<file path="config.mk">
export PLATFORM = sky130hd
export DESIGN_NAME = fpd_ctrl
export DESIGN_NICKNAME = d
export VERILOG_FILES = /design/src/fpd_pkg.sv /design/src/fpd_ctrl.sv
export VERILOG_INCLUDE_DIRS = /design/src
export SDC_FILE = /design/constraint.sdc
export NUM_CORES = 1
export LEC_CHECK = 0
export BUFFER_PORTS_ARGS = -buffer_cell sky130_fd_sc_hd__buf_4
export CORE_AREA = 2 2 138 140
export CTS_BUF_LIST = sky130_fd_sc_hd__clkbuf_16
export CTS_CLUSTER_DIAMETER = 60
export DETAILED_ROUTE_END_ITERATION = 8
export DIE_AREA = 0 0 140 142
export RECOVER_POWER = 50
export SETUP_SLACK_MARGIN = 0.2
export SLEW_MARGIN = 10
export SYNTH_ARGS = -nofsm -noshare
export SYNTH_HDL_FRONTEND = slang
export SYNTH_SLANG_ARGS = --single-unit
</file>
<file path="constraint.sdc">
create_clock -name pclk -period 3.6 [get_ports pclk]
set_input_delay 0.54 -clock pclk [delete_from_list [all_inputs] [get_ports pclk]]
set_output_delay 0.54 -clock pclk [all_outputs]
set_load 0.05 [all_outputs]
</file>
<file path="src/fpd_regs.svh">
`ifndef FPD_REGS_SVH
`define FPD_REGS_SVH
// Functional notes
// A copy request moves the chosen routine into RAM at the destination.
// A copy request counts only with the unlock key and RAM execution.
// Software runs four no-op instructions right after a copy request.
// Hardware clears the copy request once the routine is in RAM.
// The copy request bit always reads back as zero.
// All interrupts stay disabled and masked while the copy runs.
// Program select bit 0 picks the programming routine; clears when done.
// Erase select bit 0 picks the erasing routine; clears when done.
// Select bits 7 to 1 reset to zero and store what is written.
// Software loads the RAM destination before requesting the copy.
// Software sets exactly one routine select before each copy request.

// Register byte offsets
`define FPD_CTRL_OFF     8'h00
`define FPD_PSEL_OFF     8'h04
`define FPD_ESEL_OFF     8'h08
`define FPD_KEY_OFF      8'h0c
`define FPD_DEST_OFF     8'h10
`define FPD_STAT_OFF     8'h14

// Field positions
`define FPD_COPY_BIT     0
`define FPD_PICK_BIT     0
`define FPD_BUSY_BIT     0
`define FPD_ROUT_BIT     1

// Reset values and codes
`define FPD_REG_RST      8'h00
`define FPD_KEY_UNLOCK   8'ha5
`define FPD_RAM_LOW      8'h00
`endif

</file>
<file path="src/fpd_pkg.sv">
package fpd_pkg;
  // Copy engine states
  typedef enum logic [1:0]
  {
    FPD_IDLE = 2'b00,
    FPD_COPY = 2'b01,
    FPD_DONE = 2'b10
  } fpd_state_e;
endpackage

</file>
<file path="src/fpd_ctrl.sv">
`include "fpd_regs.svh"

module fpd_ctrl
  import fpd_pkg::*;
#(
  parameter int ROUTINE_WORDS = 16
)
(
  input  logic        pclk,
  input  logic        presetn,
  input  logic        psel,
  input  logic        penable,
  input  logic        pwrite,
  input  logic [7:0]  paddr,
  input  logic [31:0] pwdata,
  output logic [31:0] prdata,
  output logic        pready,
  output logic        pslverr,
  input  logic        exec_in_ram,
  output logic        rom_sel,
  output logic [7:0]  rom_addr,
  input  logic [31:0] rom_rdata,
  output logic        ram_we,
  output logic [15:0] ram_addr,
  output logic [31:0] ram_wdata,
  output logic        copy_busy
);

  localparam logic [7:0] LAST_IDX = 8'(ROUTINE_WORDS - 1);
  localparam int         CHK_MAX  = ROUTINE_WORDS + 3;

  fpd_state_e  state;
  fpd_state_e  next_state;
  logic        copy_request;
  logic        next_copy_request;
  logic [7:0]  program_routine_select;
  logic [7:0]  next_program_routine_select;
  logic [7:0]  erase_routine_select;
  logic [7:0]  next_erase_routine_select;
  logic [7:0]  unlock_key_register;
  logic [7:0]  next_unlock_key_register;
  logic [7:0]  ram_destination_register;
  logic [7:0]  next_ram_destination_register;
  logic        next_rom_sel;
  logic [7:0]  idx;
  logic [7:0]  next_idx;
  logic        next_ram_we;
  logic [15:0] next_ram_addr;
  logic [31:0] next_ram_wdata;
  logic [31:0] next_prdata;
  logic        mapped;
  logic        wr;
  logic        copy_go;
  logic [15:0] ram_base;

  // Address decode; every access completes with no wait state
  always_comb
  begin
    case (paddr)
      `FPD_CTRL_OFF,
      `FPD_PSEL_OFF,
      `FPD_ESEL_OFF,
      `FPD_KEY_OFF,
      `FPD_DEST_OFF,
      `FPD_STAT_OFF: mapped = 1'b1;
      default:       mapped = 1'b0;
    endcase
  end

  assign pready   = 1'b1;
  assign pslverr  = psel && penable && !mapped;
  assign wr       = psel && penable && pwrite && mapped;
  assign ram_base = {ram_destination_register, `FPD_RAM_LOW};
  assign rom_addr = idx;
  assign copy_busy = (state != FPD_IDLE);

  // key and RAM gate
  // A request outside the key or RAM execution is dropped silently
  assign copy_go = wr && (paddr == `FPD_CTRL_OFF)
                   && pwdata[`FPD_COPY_BIT]
                   && (unlock_key_register == `FPD_KEY_UNLOCK)
                   && exec_in_ram && (state == FPD_IDLE);

  // Read data is caught in the setup cycle so it comes from flops
  always_comb
  begin
    next_prdata = prdata;
    if (psel && !penable && !pwrite)
    begin
      next_prdata = 32'h0;
      case (paddr)
        // R05 reads as zero
        `FPD_CTRL_OFF: next_prdata = 32'h0;
        `FPD_PSEL_OFF: next_prdata[7:0] = program_routine_select;
        `FPD_ESEL_OFF: next_prdata[7:0] = erase_routine_select;
        `FPD_KEY_OFF:  next_prdata[7:0] = unlock_key_register;
        `FPD_DEST_OFF: next_prdata[7:0] = ram_destination_register;
        `FPD_STAT_OFF:
        begin
          next_prdata[`FPD_BUSY_BIT] = copy_busy;
          next_prdata[`FPD_ROUT_BIT] = rom_sel;
        end
        default:       next_prdata = 32'h0;
      endcase
    end
  end

  // Register writes and the hardware clears at the end of a copy
  always_comb
  begin
    next_unlock_key_register      = unlock_key_register;
    next_ram_destination_register = ram_destination_register;
    next_program_routine_select   = program_routine_select;
    next_erase_routine_select     = erase_routine_select;
    next_copy_request             = copy_request;
    // clear when done
    // clear when done
    if (state == FPD_DONE)
    begin
      next_copy_request = 1'b0;
      next_program_routine_select[`FPD_PICK_BIT] = 1'b0;
      next_erase_routine_select[`FPD_PICK_BIT]   = 1'b0;
    end
    if (copy_go)
      next_copy_request = 1'b1;
    if (wr)
    begin
      case (paddr)
        // full byte stored
        `FPD_PSEL_OFF: next_program_routine_select = pwdata[7:0];
        `FPD_ESEL_OFF: next_erase_routine_select   = pwdata[7:0];
        `FPD_KEY_OFF:  next_unlock_key_register    = pwdata[7:0];
        `FPD_DEST_OFF:
        begin
          // Moving the target mid-copy would split the routine
          if (!copy_busy)
            next_ram_destination_register = pwdata[7:0];
        end
        default: next_copy_request = next_copy_request;
      endcase
    end
  end

  // copy engine
  // One word per cycle; program pick wins if both selects are set
  always_comb
  begin
    next_state     = state;
    next_idx       = idx;
    next_rom_sel   = rom_sel;
    next_ram_we    = 1'b0;
    next_ram_addr  = ram_addr;
    next_ram_wdata = ram_wdata;
    case (state)
      FPD_IDLE:
      begin
        if (copy_go)
        begin
          next_idx     = 8'h00;
          next_rom_sel = !program_routine_select[`FPD_PICK_BIT];
          if (program_routine_select[`FPD_PICK_BIT]
              || erase_routine_select[`FPD_PICK_BIT])
            next_state = FPD_COPY;
          else
            next_state = FPD_DONE;
        end
      end
      FPD_COPY:
      begin
        next_ram_we    = 1'b1;
        next_ram_addr  = ram_base + {8'h00, idx};
        next_ram_wdata = rom_rdata;
        if (idx == LAST_IDX)
          next_state = FPD_DONE;
        else
          next_idx = idx + 8'h01;
      end
      FPD_DONE:
      begin
        // self clear
        next_state = FPD_IDLE;
      end
      default: next_state = FPD_IDLE;
    endcase
  end

  // State registers
  always_ff @(posedge pclk or negedge presetn)
  begin
    if (!presetn)
    begin
      state                    <= FPD_IDLE;
      copy_request             <= 1'b0;
      program_routine_select   <= `FPD_REG_RST;
      erase_routine_select     <= `FPD_REG_RST;
      unlock_key_register      <= `FPD_REG_RST;
      ram_destination_register <= `FPD_REG_RST;
      rom_sel                  <= 1'b0;
      idx                      <= 8'h00;
      ram_we                   <= 1'b0;
      ram_addr                 <= 16'h0000;
      ram_wdata                <= 32'h0;
      prdata                   <= 32'h0;
    end
    else
    begin
      state                    <= next_state;
      copy_request             <= next_copy_request;
      program_routine_select   <= next_program_routine_select;
      erase_routine_select     <= next_erase_routine_select;
      unlock_key_register      <= next_unlock_key_register;
      ram_destination_register <= next_ram_destination_register;
      rom_sel                  <= next_rom_sel;
      idx                      <= next_idx;
      ram_we                   <= next_ram_we;
      ram_addr                 <= next_ram_addr;
      ram_wdata                <= next_ram_wdata;
      prdata                   <= next_prdata;
    end
  end
endmodule

</file>
==> results.ini, run 1 <==
[status]
outcome = finished, violations left
violations = design-rule violations

[timing]
setup_viol = 0
relSlewSlack = 0.118
slew_viol_final = 0
clock_skew_ns = 0.00640
fin_crit_ns = 2.49
period_share = 0.691
fin_tns_setup_ns = 0
rsz0062_at_grt = false
worst_pin_slew_ns = 1.32
fmax_ghz = 0.402
hold_viol = 0

[final_layout]
fillers = 1936
syn_to_final_growth_pct = 27.9
instances_no_fill = 798
antenna_cells = 0
final_layout_size_suffix_gt1_frac = 0.277
final_nets = 639

[drt]
remaining_drc_errors = 17
drtIter0Drc = 155
routedWlPerCell_um = 14.9
ant_nets = 0
viasPerCell = 4.33
drt_wl_total_um = 11900
first_pass_iters = 6
vias = 3453

[power_and_ir_drop]
vdd_drop_max_uv = 230
cellLeakagePower_nw = 2.96
p_per_area_nw_per_um2 = 412

[grt]
overflow = 0
grt_use_total = 0.118
antenna_found_initial = 0
grt_pass1_wl_um = 18000
grt_pass1_vias = 3138
grt_max_degree = 57

[placed_design]
io_buffers = 121
gp_congestion = 0.756
dp_cells = 783
hpwlAfterDp_um = 8340

[worst_hold_path]
hold_path.class = primary input to async pin

[worst_setup_path]
crit_slowest_cell = inv_1
crit_chain = nand2b_2, inv_1, o21ai_1, o21ai_1, mux2i_1
required_ns = 3.87
end_kind = register
slowest_delay_ns = 0.81
critPathKind = register to register
worstSetupStartpointType = register
crit_top_cell = o21ai_1
cp_max_fo = 31
cp.arrival_ns = 2.75

[clocking]
clk_latency_ns = 0.35
htreeDepth = 3
holdBufCountCts = 0
cts_buffers = 9
clkTransAtPathRegs_ns = 0.06
clock_sinks = 100
cts_tree = done
post_cts_resized = 0
ctsLongestPathBuffers = 2
postCtsSetupBuffers = 0
ctsRootBufferMaster = clkbuf_16

[synthesis]
synth_warnings = 0
ys_ff_latch = 100
synth_edf_count = 0
ys_seq_area_frac = 0.555
yosys.area.top_type_share = 0.555
yosysUniqueCellTypes = 50
synth.largest_area_cell = dfrtp_1
syn_area_um2 = 4510
synthFlopType = dfrtp_1
synth.area.top_cells = dfrtp_1 56%, nand2_1 13%, mux2_2 5.5%, buf_4 4.5%, mux2_4 2.7%
synthesis.instances = 445
async_flop_share = 1.00
avgSynthCellArea_um2 = 10.1

[flow_run]
max_cap_viol_count = 0

[floorplanning]
die_w_um = 140
die_height_um = 142
core_area_um2 = 18500
rows = 50
die_area_um2 = 19900
start_util = 0.244
num_io_pins = 171

## cell usage in the layout, fill, tap and decap left out, types with 7 or more instances in the layout
cell and n:
a22oi_1 7, buf_4 109, clkbuf_1 15, clkbuf_16 9
conb_1 25, dfrtp_1 100, inv_1 10, mux2_2 22
mux2_4 8, mux2i_1 11, nand2_1 151, nand3_1 7
nor2_1 12, o21ai_0 10, o22ai_1 8
## cell usage after synthesis (all sizes together), types with 2 or more instances
master,count
mux2i,11
o22ai,8
inv,8
conb,2
a31oi,3
and3,2
nand2,152
and2,2
a22oi,7
nor2b,2
or3,2
nand3,7
nor3,3
a21oi,5
o21ai,12
o31ai,2
clkbuf,14
mux2,30
a22o,6
nor2,13
nand2b,2
nand4,4
dfrtp,100
buf,30
## metal layers
| layer | global-route usage | vias up | wire length, um |
|---|---|---|---|
| met5 | 0 | - | 0 |
| met4 | 0.0351 | 0 | 149 |
| met3 | 0.0310 | 10 | 743 |
| met2 | 0.184 | 128 | 5440 |
| met1 | 0.162 | 1645 | 5580 |
| li1 | - | 1670 | - |
## state kept, by name, indices dropped and copies added, names as in the netlist
name                      cells
erase_routine_select          8
prdata                        8
program_routine_select        8
ram_addr                     16
ram_destination_register      8
ram_wdata                    32
ram_we                        1
rom_addr                      8
rom_sel                       1
state                         2
unlock_key_register           8
## path summary, 6_finish.rpt
kind                                              start                                     to  slack [ns]  depth (start not counted)
min in group pclk                         rom_rdata[17]              ram_wdata[17]$_DFFE_PN0P_        0.38                          3
worst min register to register  ram_addr[4]$_DFFE_PN0P_                ram_addr[4]$_DFFE_PN0P_        0.47                          2
max in group asynchronous                       presetn              ram_wdata[26]$_DFFE_PN0P_        1.66                          2
worst min-delay path                            presetn  program_routine_select[6]$_DFFE_PN0P_        0.22                          1
worst max register to register     state[1]$_DFFE_PN0P_                rom_addr[1]$_DFFE_PN0P_        1.11                          5
worst max-delay path               state[1]$_DFFE_PN0P_                rom_addr[1]$_DFFE_PN0P_        1.11                          5
## report_power, final
group          internal (W)  leakage (nW)  switching [W]  total, W
Sequential          0.00115          1.28      0.0000127   0.00116
Combinational     0.0000776          1.54       0.000208  0.000285
Clock              0.000523         0.140       0.000408  0.000931
Total               0.00175          2.96       0.000628   0.00238
## critical path: cells and delay by family, from the launching register on
kind / cells / cell delay, ns
compound gates: 2 / 0.74
mux: 1 / 0.25
simple gates: 1 / 0.19
flops: 1 / 0.41
buf+inv: 1 / 0.81
## cell type report
type / instances / area [um^2] / share of cell area
sequential: 100 / 2500 / 0.434
multi-input combinational: 316 / 1790 / 0.310
tap: 234 / 293 / 0.0508
clock buffer: 9 / 225 / 0.0391
clock inverter: 6 / 48.8 / 0.00846
timing repair buffer: 125 / 880 / 0.153
inverter: 8 / 30.0 / 0.00521
## logic make-up after synthesis
logic type / share of synthesized area
AND/OR/NAND/NOR: 0.187
flip-flops: 0.555
AO/OA/AOI/OAI: 0.0777
buffers and inverters: 0.0680
multiplexers: 0.106
other: 0.00167
adder cells (fa/ha/maj): 0.00278
XOR/XNOR: 0.00194
## per-stage QoR
step	power [W]	util	instance area [um^2]	setup slack (ns)	hold slack, ns
after floorplan	0.00137	-	4590	1.55	0.244
after global placement	0.00148	0.301	5560	1.23	0.460
after detailed placement	0.00148	0.301	5560	1.19	0.464
after CTS	0.00243	0.316	5840	1.53	0.246
after global routing	0.00248	0.312	5770	0.897	0.254
final	0.00238	0.312	5770	1.11	0.216
(Power assumes the default switching activity.)
==> run 2: changes to the inputs <==
--- a/config.mk
+++ b/config.mk
@@ -6,12 +6,13 @@
 export SDC_FILE = /design/constraint.sdc
 export NUM_CORES = 1
 export LEC_CHECK = 0
+export ABC_AREA = 1
 export BUFFER_PORTS_ARGS = -buffer_cell sky130_fd_sc_hd__buf_4
-export CORE_AREA = 2 2 138 140
+export CORE_AREA = 2 2 140 142
 export CTS_BUF_LIST = sky130_fd_sc_hd__clkbuf_16
 export CTS_CLUSTER_DIAMETER = 60
 export DETAILED_ROUTE_END_ITERATION = 8
-export DIE_AREA = 0 0 140 142
+export DIE_AREA = 0 0 142 144
 export RECOVER_POWER = 50
 export SETUP_SLACK_MARGIN = 0.2
 export SLEW_MARGIN = 10
==> constraint.sdc (replaced) <==
create_clock -name pclk -period 2.5 [get_ports pclk]
set_input_delay 0.375 -clock pclk [delete_from_list [all_inputs] [get_ports pclk]]
set_output_delay 0.375 -clock pclk [all_outputs]
set_load 0.05 [all_outputs]
==> results.ini, run 2 <==
[synthesis]
yosysUniqueCellTypes = 33
synthesis.instances = 558
synthSimpleGateAreaFrac = 0.298
syn_area_um2 = 4630
synth_compound_area_frac = 0.0657
synth.area.mux_share = 0
synth_adder_area_share = 0.00270
async_flop_share = 1.00
synth_edf_count = 0
synthFlopType = dfrtp_1
synth_top_family_by_area = simple AND/OR/NAND/NOR gates
synth_warnings = 0
synthXorXnorAreaFrac = 0
synth_common_cells = 236 x nand2_1, 100 x dfrtp_1, 34 x inv_1
ys_ff_latch = 100
avgSynthCellArea_um2 = 8.30
yosys.area.top_type_share = 0.541
synth.area.top_cells = dfrtp_1 54%, nand2_1 19%, buf_4 4.1%, o21ai_0 3.6%, inv_1 2.8%
ys_seq_area_frac = 0.541
synth.largest_area_cell = dfrtp_1
synthMostInstantiatedCell = nand2_1

[grt]
grt_use_total = 0.123
overflow = 0
grt_pass1_wl_um = 19500
grt_pass1_vias = 3730
antenna_found_initial = 0
grt_max_degree = 51

[final_layout]
fin_util = 0.311
mostFrequentLayoutCell = nand2_1
largest_reg_flops = 32
final_nets = 758
reg.largest.list = ram_wdata (32), ram_addr (16)
fillers = 2046
syn_to_final_growth_pct = 28.2
top_register = ram_wdata
antenna_cells = 0
design_area_um2 = 5930
final_layout_size_suffix_gt1_frac = 0.206
final_cell_mix = 237 x nand2_1, 100 x dfrtp_1, 94 x buf_4

[worst_hold_path]
hold_path.class = primary input to register
worst_hold_startpoint = rom_rdata[8]
hold_end = ram_wdata[8]$_DFFE_PN0P_
min_path_cells = 3

[power_and_ir_drop]
internal_power_w = 0.00259
cellLeakagePower_nw = 2.98
p_per_area_nw_per_um2 = 582
combinationalPowerShare = 0.075
p_clk_frac = 0.455
p_sw_frac = 0.250
vdd_drop_max_uv = 285
p_sw_w = 0.000864
p_seq_frac = 0.470

[timing]
slew_viol_final = 0
fin_crit_ns = 1.95
fmax_ghz = 0.512
period_share = 0.782
clock_skew_ns = 0.00727
hold_ws_ns = 0.220
relSlewSlack = 0.407
rsz0062_at_grt = false
hold_viol = 0
setup_viol = 0
fin_tns_setup_ns = 0
worst_pin_slew_ns = 0.890

[floorplanning]
die_w_um = 142
rows = 51
die_area_um2 = 20400
die_height_um = 144
num_io_pins = 171
core_area_um2 = 19100
start_util = 0.243

[drt]
drt_wl_total_um = 12300
viasPerCell = 4.20
drtIter0Drc = 169
remaining_drc_errors = 0
vias = 3868
routedWlPerCell_um = 13.3
ant_nets = 0
first_pass_iters = 4

[worst_setup_path]
cp_top_family = simple AND/OR/NAND/NOR gates
crit_slowest_cell = nor2_4
crit_top_cell = buf_4
r2r_start = unlock_key_register[4]$_DFFE_PN0P_
cp.arrival_ns = 1.58
worstSetupStartpointType = primary input
critPathKind = primary input to output pin
required_ns = 2.12
end_kind = output pin
crit_chain = buf_4, nor2_1, nand2_1, nor2_4, nor2_2, nand3_4, nor3_2, buf_4
r2r-end = rom_sel$_DFFE_PN0P_
cp.buffers_inverters = 2
reg2reg_slack_ns = 0.71
reg2regPathDepth = 5
slowest_delay_ns = 0.26
cp_max_fo = 7

[clocking]
clock_sinks = 100
post_cts_resized = 0
htreeDepth = 3
ctsLongestPathBuffers = 2
cts_buffers = 9
clkTransAtPathRegs_ns = 0.07
cts_tree = done
ctsRootBufferMaster = clkbuf_16
clk_latency_ns = 0.35
postCtsSetupBuffers = 0

[placed_design]
placed_area_um2 = 5720
gp_congestion = 0.805
hpwlAfterDp_um = 8740
io_buffers = 121

[status]
outcome = complete, no violations

[flow_run]
max_cap_viol_count = 0

-- run 2: logic make-up (layout without fill, tap and decap cells) --
group / Yosys count / count (layout)
flops: 100 / 100
simple gates: 323 / 323
other cells: 2 / 25
compound gates: 53 / 53
buf+inv: 79 / 182
fa+ha+maj: 1 / 1
-- run 2: power by group through the flow --
stage	clock network [W]	registers (W)	logic, W
after floorplan	0	0.00168	0.000143
after global placement	0	0.00166	0.000262
after detailed placement	0	0.00166	0.000264
after CTS	0.00164	0.00162	0.000266
after global routing	0.00170	0.00162	0.000280
final	0.00157	0.00162	0.000257
-- run 2: worst max-delay path by stage --
stage | start | end | slack [ns] | cells past startpoint
finish | paddr[7] | pslverr | 0.55 | 8
global route | paddr[7] | rom_sel$_DFFE_PN0P_ | 0.32 | 8
CTS | state[0]$_DFFE_PN0P_ | copy_busy | 0.62 | 3
detailed placement | paddr[7] | rom_addr[6]$_DFFE_PN0P_ | 0.43 | 9
global placement | paddr[7] | rom_addr[7]$_DFFE_PN0P_ | 0.44 | 9
floorplan | paddr[2] | pslverr | 0.62 | 7
-- run 2: area by class of cell --
type	instances	area, um^2	share of cell area
repair buffers	130	866	0.146
flip-flops and latches	100	2500	0.422
clock buffers	9	225	0.0380
multi-input cells	402	1800	0.303
well taps	238	298	0.0502
clock inverters	7	106	0.0179
inverters	36	138	0.0232
-- run 2: layer usage --
layer  up-vias  track usage  part of all wire
met1      1833        0.157              0.46
li1       1940            -                 -
met3        11       0.0225             0.040
met2        84        0.211              0.48
met5         -            0                 0
met4         0       0.0411             0.014
-- run 2: repair_timing --
item	4_1_cts	5_1_grt
endpoints found under the setup margin	0	0
endpoints found under the hold margin	30	0
hold buffers	1	0
-- run 2: per-stage QoR --
| stage | worst slack, ns | std cells | total power, W |
|---|---|---|---|
| 2_1_floorplan | 0.620 | 581 | 0.00182 |
| 3_3_place_gp | 0.436 | 905 | 0.00192 |
| 3_5_place_dp | 0.428 | 905 | 0.00192 |
| 4_1_cts | 0.620 | 922 | 0.00353 |
| 5_1_grt | 0.322 | 922 | 0.00360 |
| 6_report | 0.545 | 922 | 0.00345 |
-- run 2: worst reg2reg max path, stage by stage, from the launching register on --
cell	delay, ns
dfrtp_1	0.39
nor3_1	0.20
nand3_1	0.13
nor2_1	0.20
nand4_1	0.45
o21ai_0	0.32
==> run 3: changes to the inputs <==
==> constraint.sdc (replaced) <==
create_clock -name pclk -period 1.57 [get_ports pclk]
set_input_delay 0.2355 -clock pclk [delete_from_list [all_inputs] [get_ports pclk]]
set_output_delay 0.2355 -clock pclk [all_outputs]
set_load 0.05 [all_outputs]
==> results.ini, run 3 (synthesis results as in run 2) <==
[floorplanning]
num_io_pins = 171
start_util = 0.243
rows = 51
die_w_um = 142
core_area_um2 = 19100
die_height_um = 144
die_area_um2 = 20400

[worst_setup_path]
slowest_delay_ns = 0.22
crit_chain = buf_6, nor2_4, nand3_2, nor2_4, nor2_4, nand3_4, buf_6, nor3_4, buf_6
critPathKind = primary input to output pin
cp.arrival_ns = 1.25
crit_slowest_cell = nor2_4
cp_max_fo = 4
end_kind = output pin
required_ns = 1.33
worstSetupStartpointType = primary input

[clocking]
htreeDepth = 3
ctsLongestPathBuffers = 2
cts_tree = done
ctsRootBufferMaster = clkbuf_16
clkTransAtPathRegs_ns = 0.06
clock_sinks = 100
clk_latency_ns = 0.35
cts_buffers = 9

[drt]
top_layer_used = met4
drtIter0Drc = 154
dr_wl_met3_um = 536
remaining_drc_errors = 0
viasPerCell = 4.20
route.met2.wl_um = 6260
first_pass_iters = 4
ant_nets = 0
routedWlPerCell_um = 13.4
vias = 4022
drt_wl_total_um = 12800
met1Wirelength_um = 5830

[timing]
rsz0062_at_grt = true
hold_ws_ns = 0.0856
clock_skew_ns = 0.00738
slew_viol_final = 0
period_share = 0.943
worst_pin_slew_ns = 0.591
hold_viol = 0
fin_crit_ns = 1.48
fmax_ghz = 0.675
setup_viol = 0
relSlewSlack = 0.608
timing.final.ws_setup_ns = 0.0894
fin_tns_setup_ns = 0

[final_layout]
final_cell_mix = 221 x nand2_1, 104 x buf_4, 92 x dfrtp_1
mostFrequentLayoutCell = nand2_1
largest_reg_flops = 32
final_layout_size_suffix_gt1_frac = 0.367
syn_to_final_growth_pct = 43.2
reg.largest.list = ram_wdata (32), ram_addr (16)
final_nets = 794
top_register = ram_wdata
design_area_um2 = 6630
antenna_cells = 0

[placed_design]
hpwlAfterDp_um = 9050
dpl_worst_slack_ns = -0.104
io_buffers = 121
gp_congestion = 0.802
placed_area_um2 = 5970

[status]
outcome = complete, no violations

[worst_hold_path]
hold_path.class = primary input to register

[grt]
grt_pass1_wl_um = 20000
grt_pass1_vias = 3830
antenna_found_initial = 0
grt_use_total = 0.126
overflow = 0
grt_max_degree = 36

[power_and_ir_drop]
cellLeakagePower_nw = 3.33
vdd_drop_max_uv = 541
p_total_w = 0.00524
p_per_area_nw_per_um2 = 790

[flow_run]
max_cap_viol_count = 0

[run 3: power breakdown]
part / internal, W / switching (W) / total, W
clock: 0.00122 / 0.000979 / 0.00220
sequential: 0.00258 / 0.00000540 / 0.00259
combinational: 0.000138 / 0.000316 / 0.000453
[run 3: final timing paths]
path	startpoint	end	slack, ns	cells past startpoint
max	paddr[1]	pslverr	0.09	9
min in group asynchronous	presetn	prdata[7]$_DFFE_PN0P_	0.36	2
max reg2reg	rom_addr[0]$_DFFE_PN0P_	rom_addr[1]$_DFFE_PN0P_	0.13	9
min	rom_rdata[21]	ram_wdata[21]$_DFFE_PN0P_	0.09	3
min reg2reg	ram_wdata[29]$_DFFE_PN0P_	ram_wdata[29]$_DFFE_PN0P_	0.47	2
max in group asynchronous	presetn	ram_wdata[6]$_DFFE_PN0P_	0.30	3
[run 3: per-stage QoR]
step | instances | utilization
floorplan | 581 | -
global placement | 926 | 0.313
detailed placement | 926 | 0.313
CTS | 951 | 0.342
global route | 958 | 0.347
finish | 958 | 0.347
[run 3: area by class of cell]
cell class / instances / area [um^2]
clock inverters: 7 / 61.3
well taps: 238 / 298
repair buffers: 163 / 1240
clock buffers: 9 / 225
inverters: 36 / 163
flip-flops and latches: 100 / 2510
fillers: 1981 / 12500
multi-input cells: 404 / 2120
repair inverters: 1 / 8.76
[run 3: per-layer routing]
layer / track usage / vias to the layer above
li1: - / 2022
met1: 0.164 / 1895
met2: 0.211 / 91
met3: 0.0265 / 14
met4: 0.0411 / 0
met5: 0 / -
[run 3: timing repair]
item / CTS / global route
resized for setup: 54 / 44
gates cloned: 1 / 2
buffers inserted: 7 / 5
pin swaps: 25 / 20
hold buffers: 1 / 0
endpoints found under the hold margin: 14 / 0
endpoints found under the setup margin: 15 / 70
[run 3: worst max-delay path, delay by kind of cell]
kind                   cells  cell delay [ns]
buffers and inverters      3             0.35
and+or+nand+nor            6             0.65
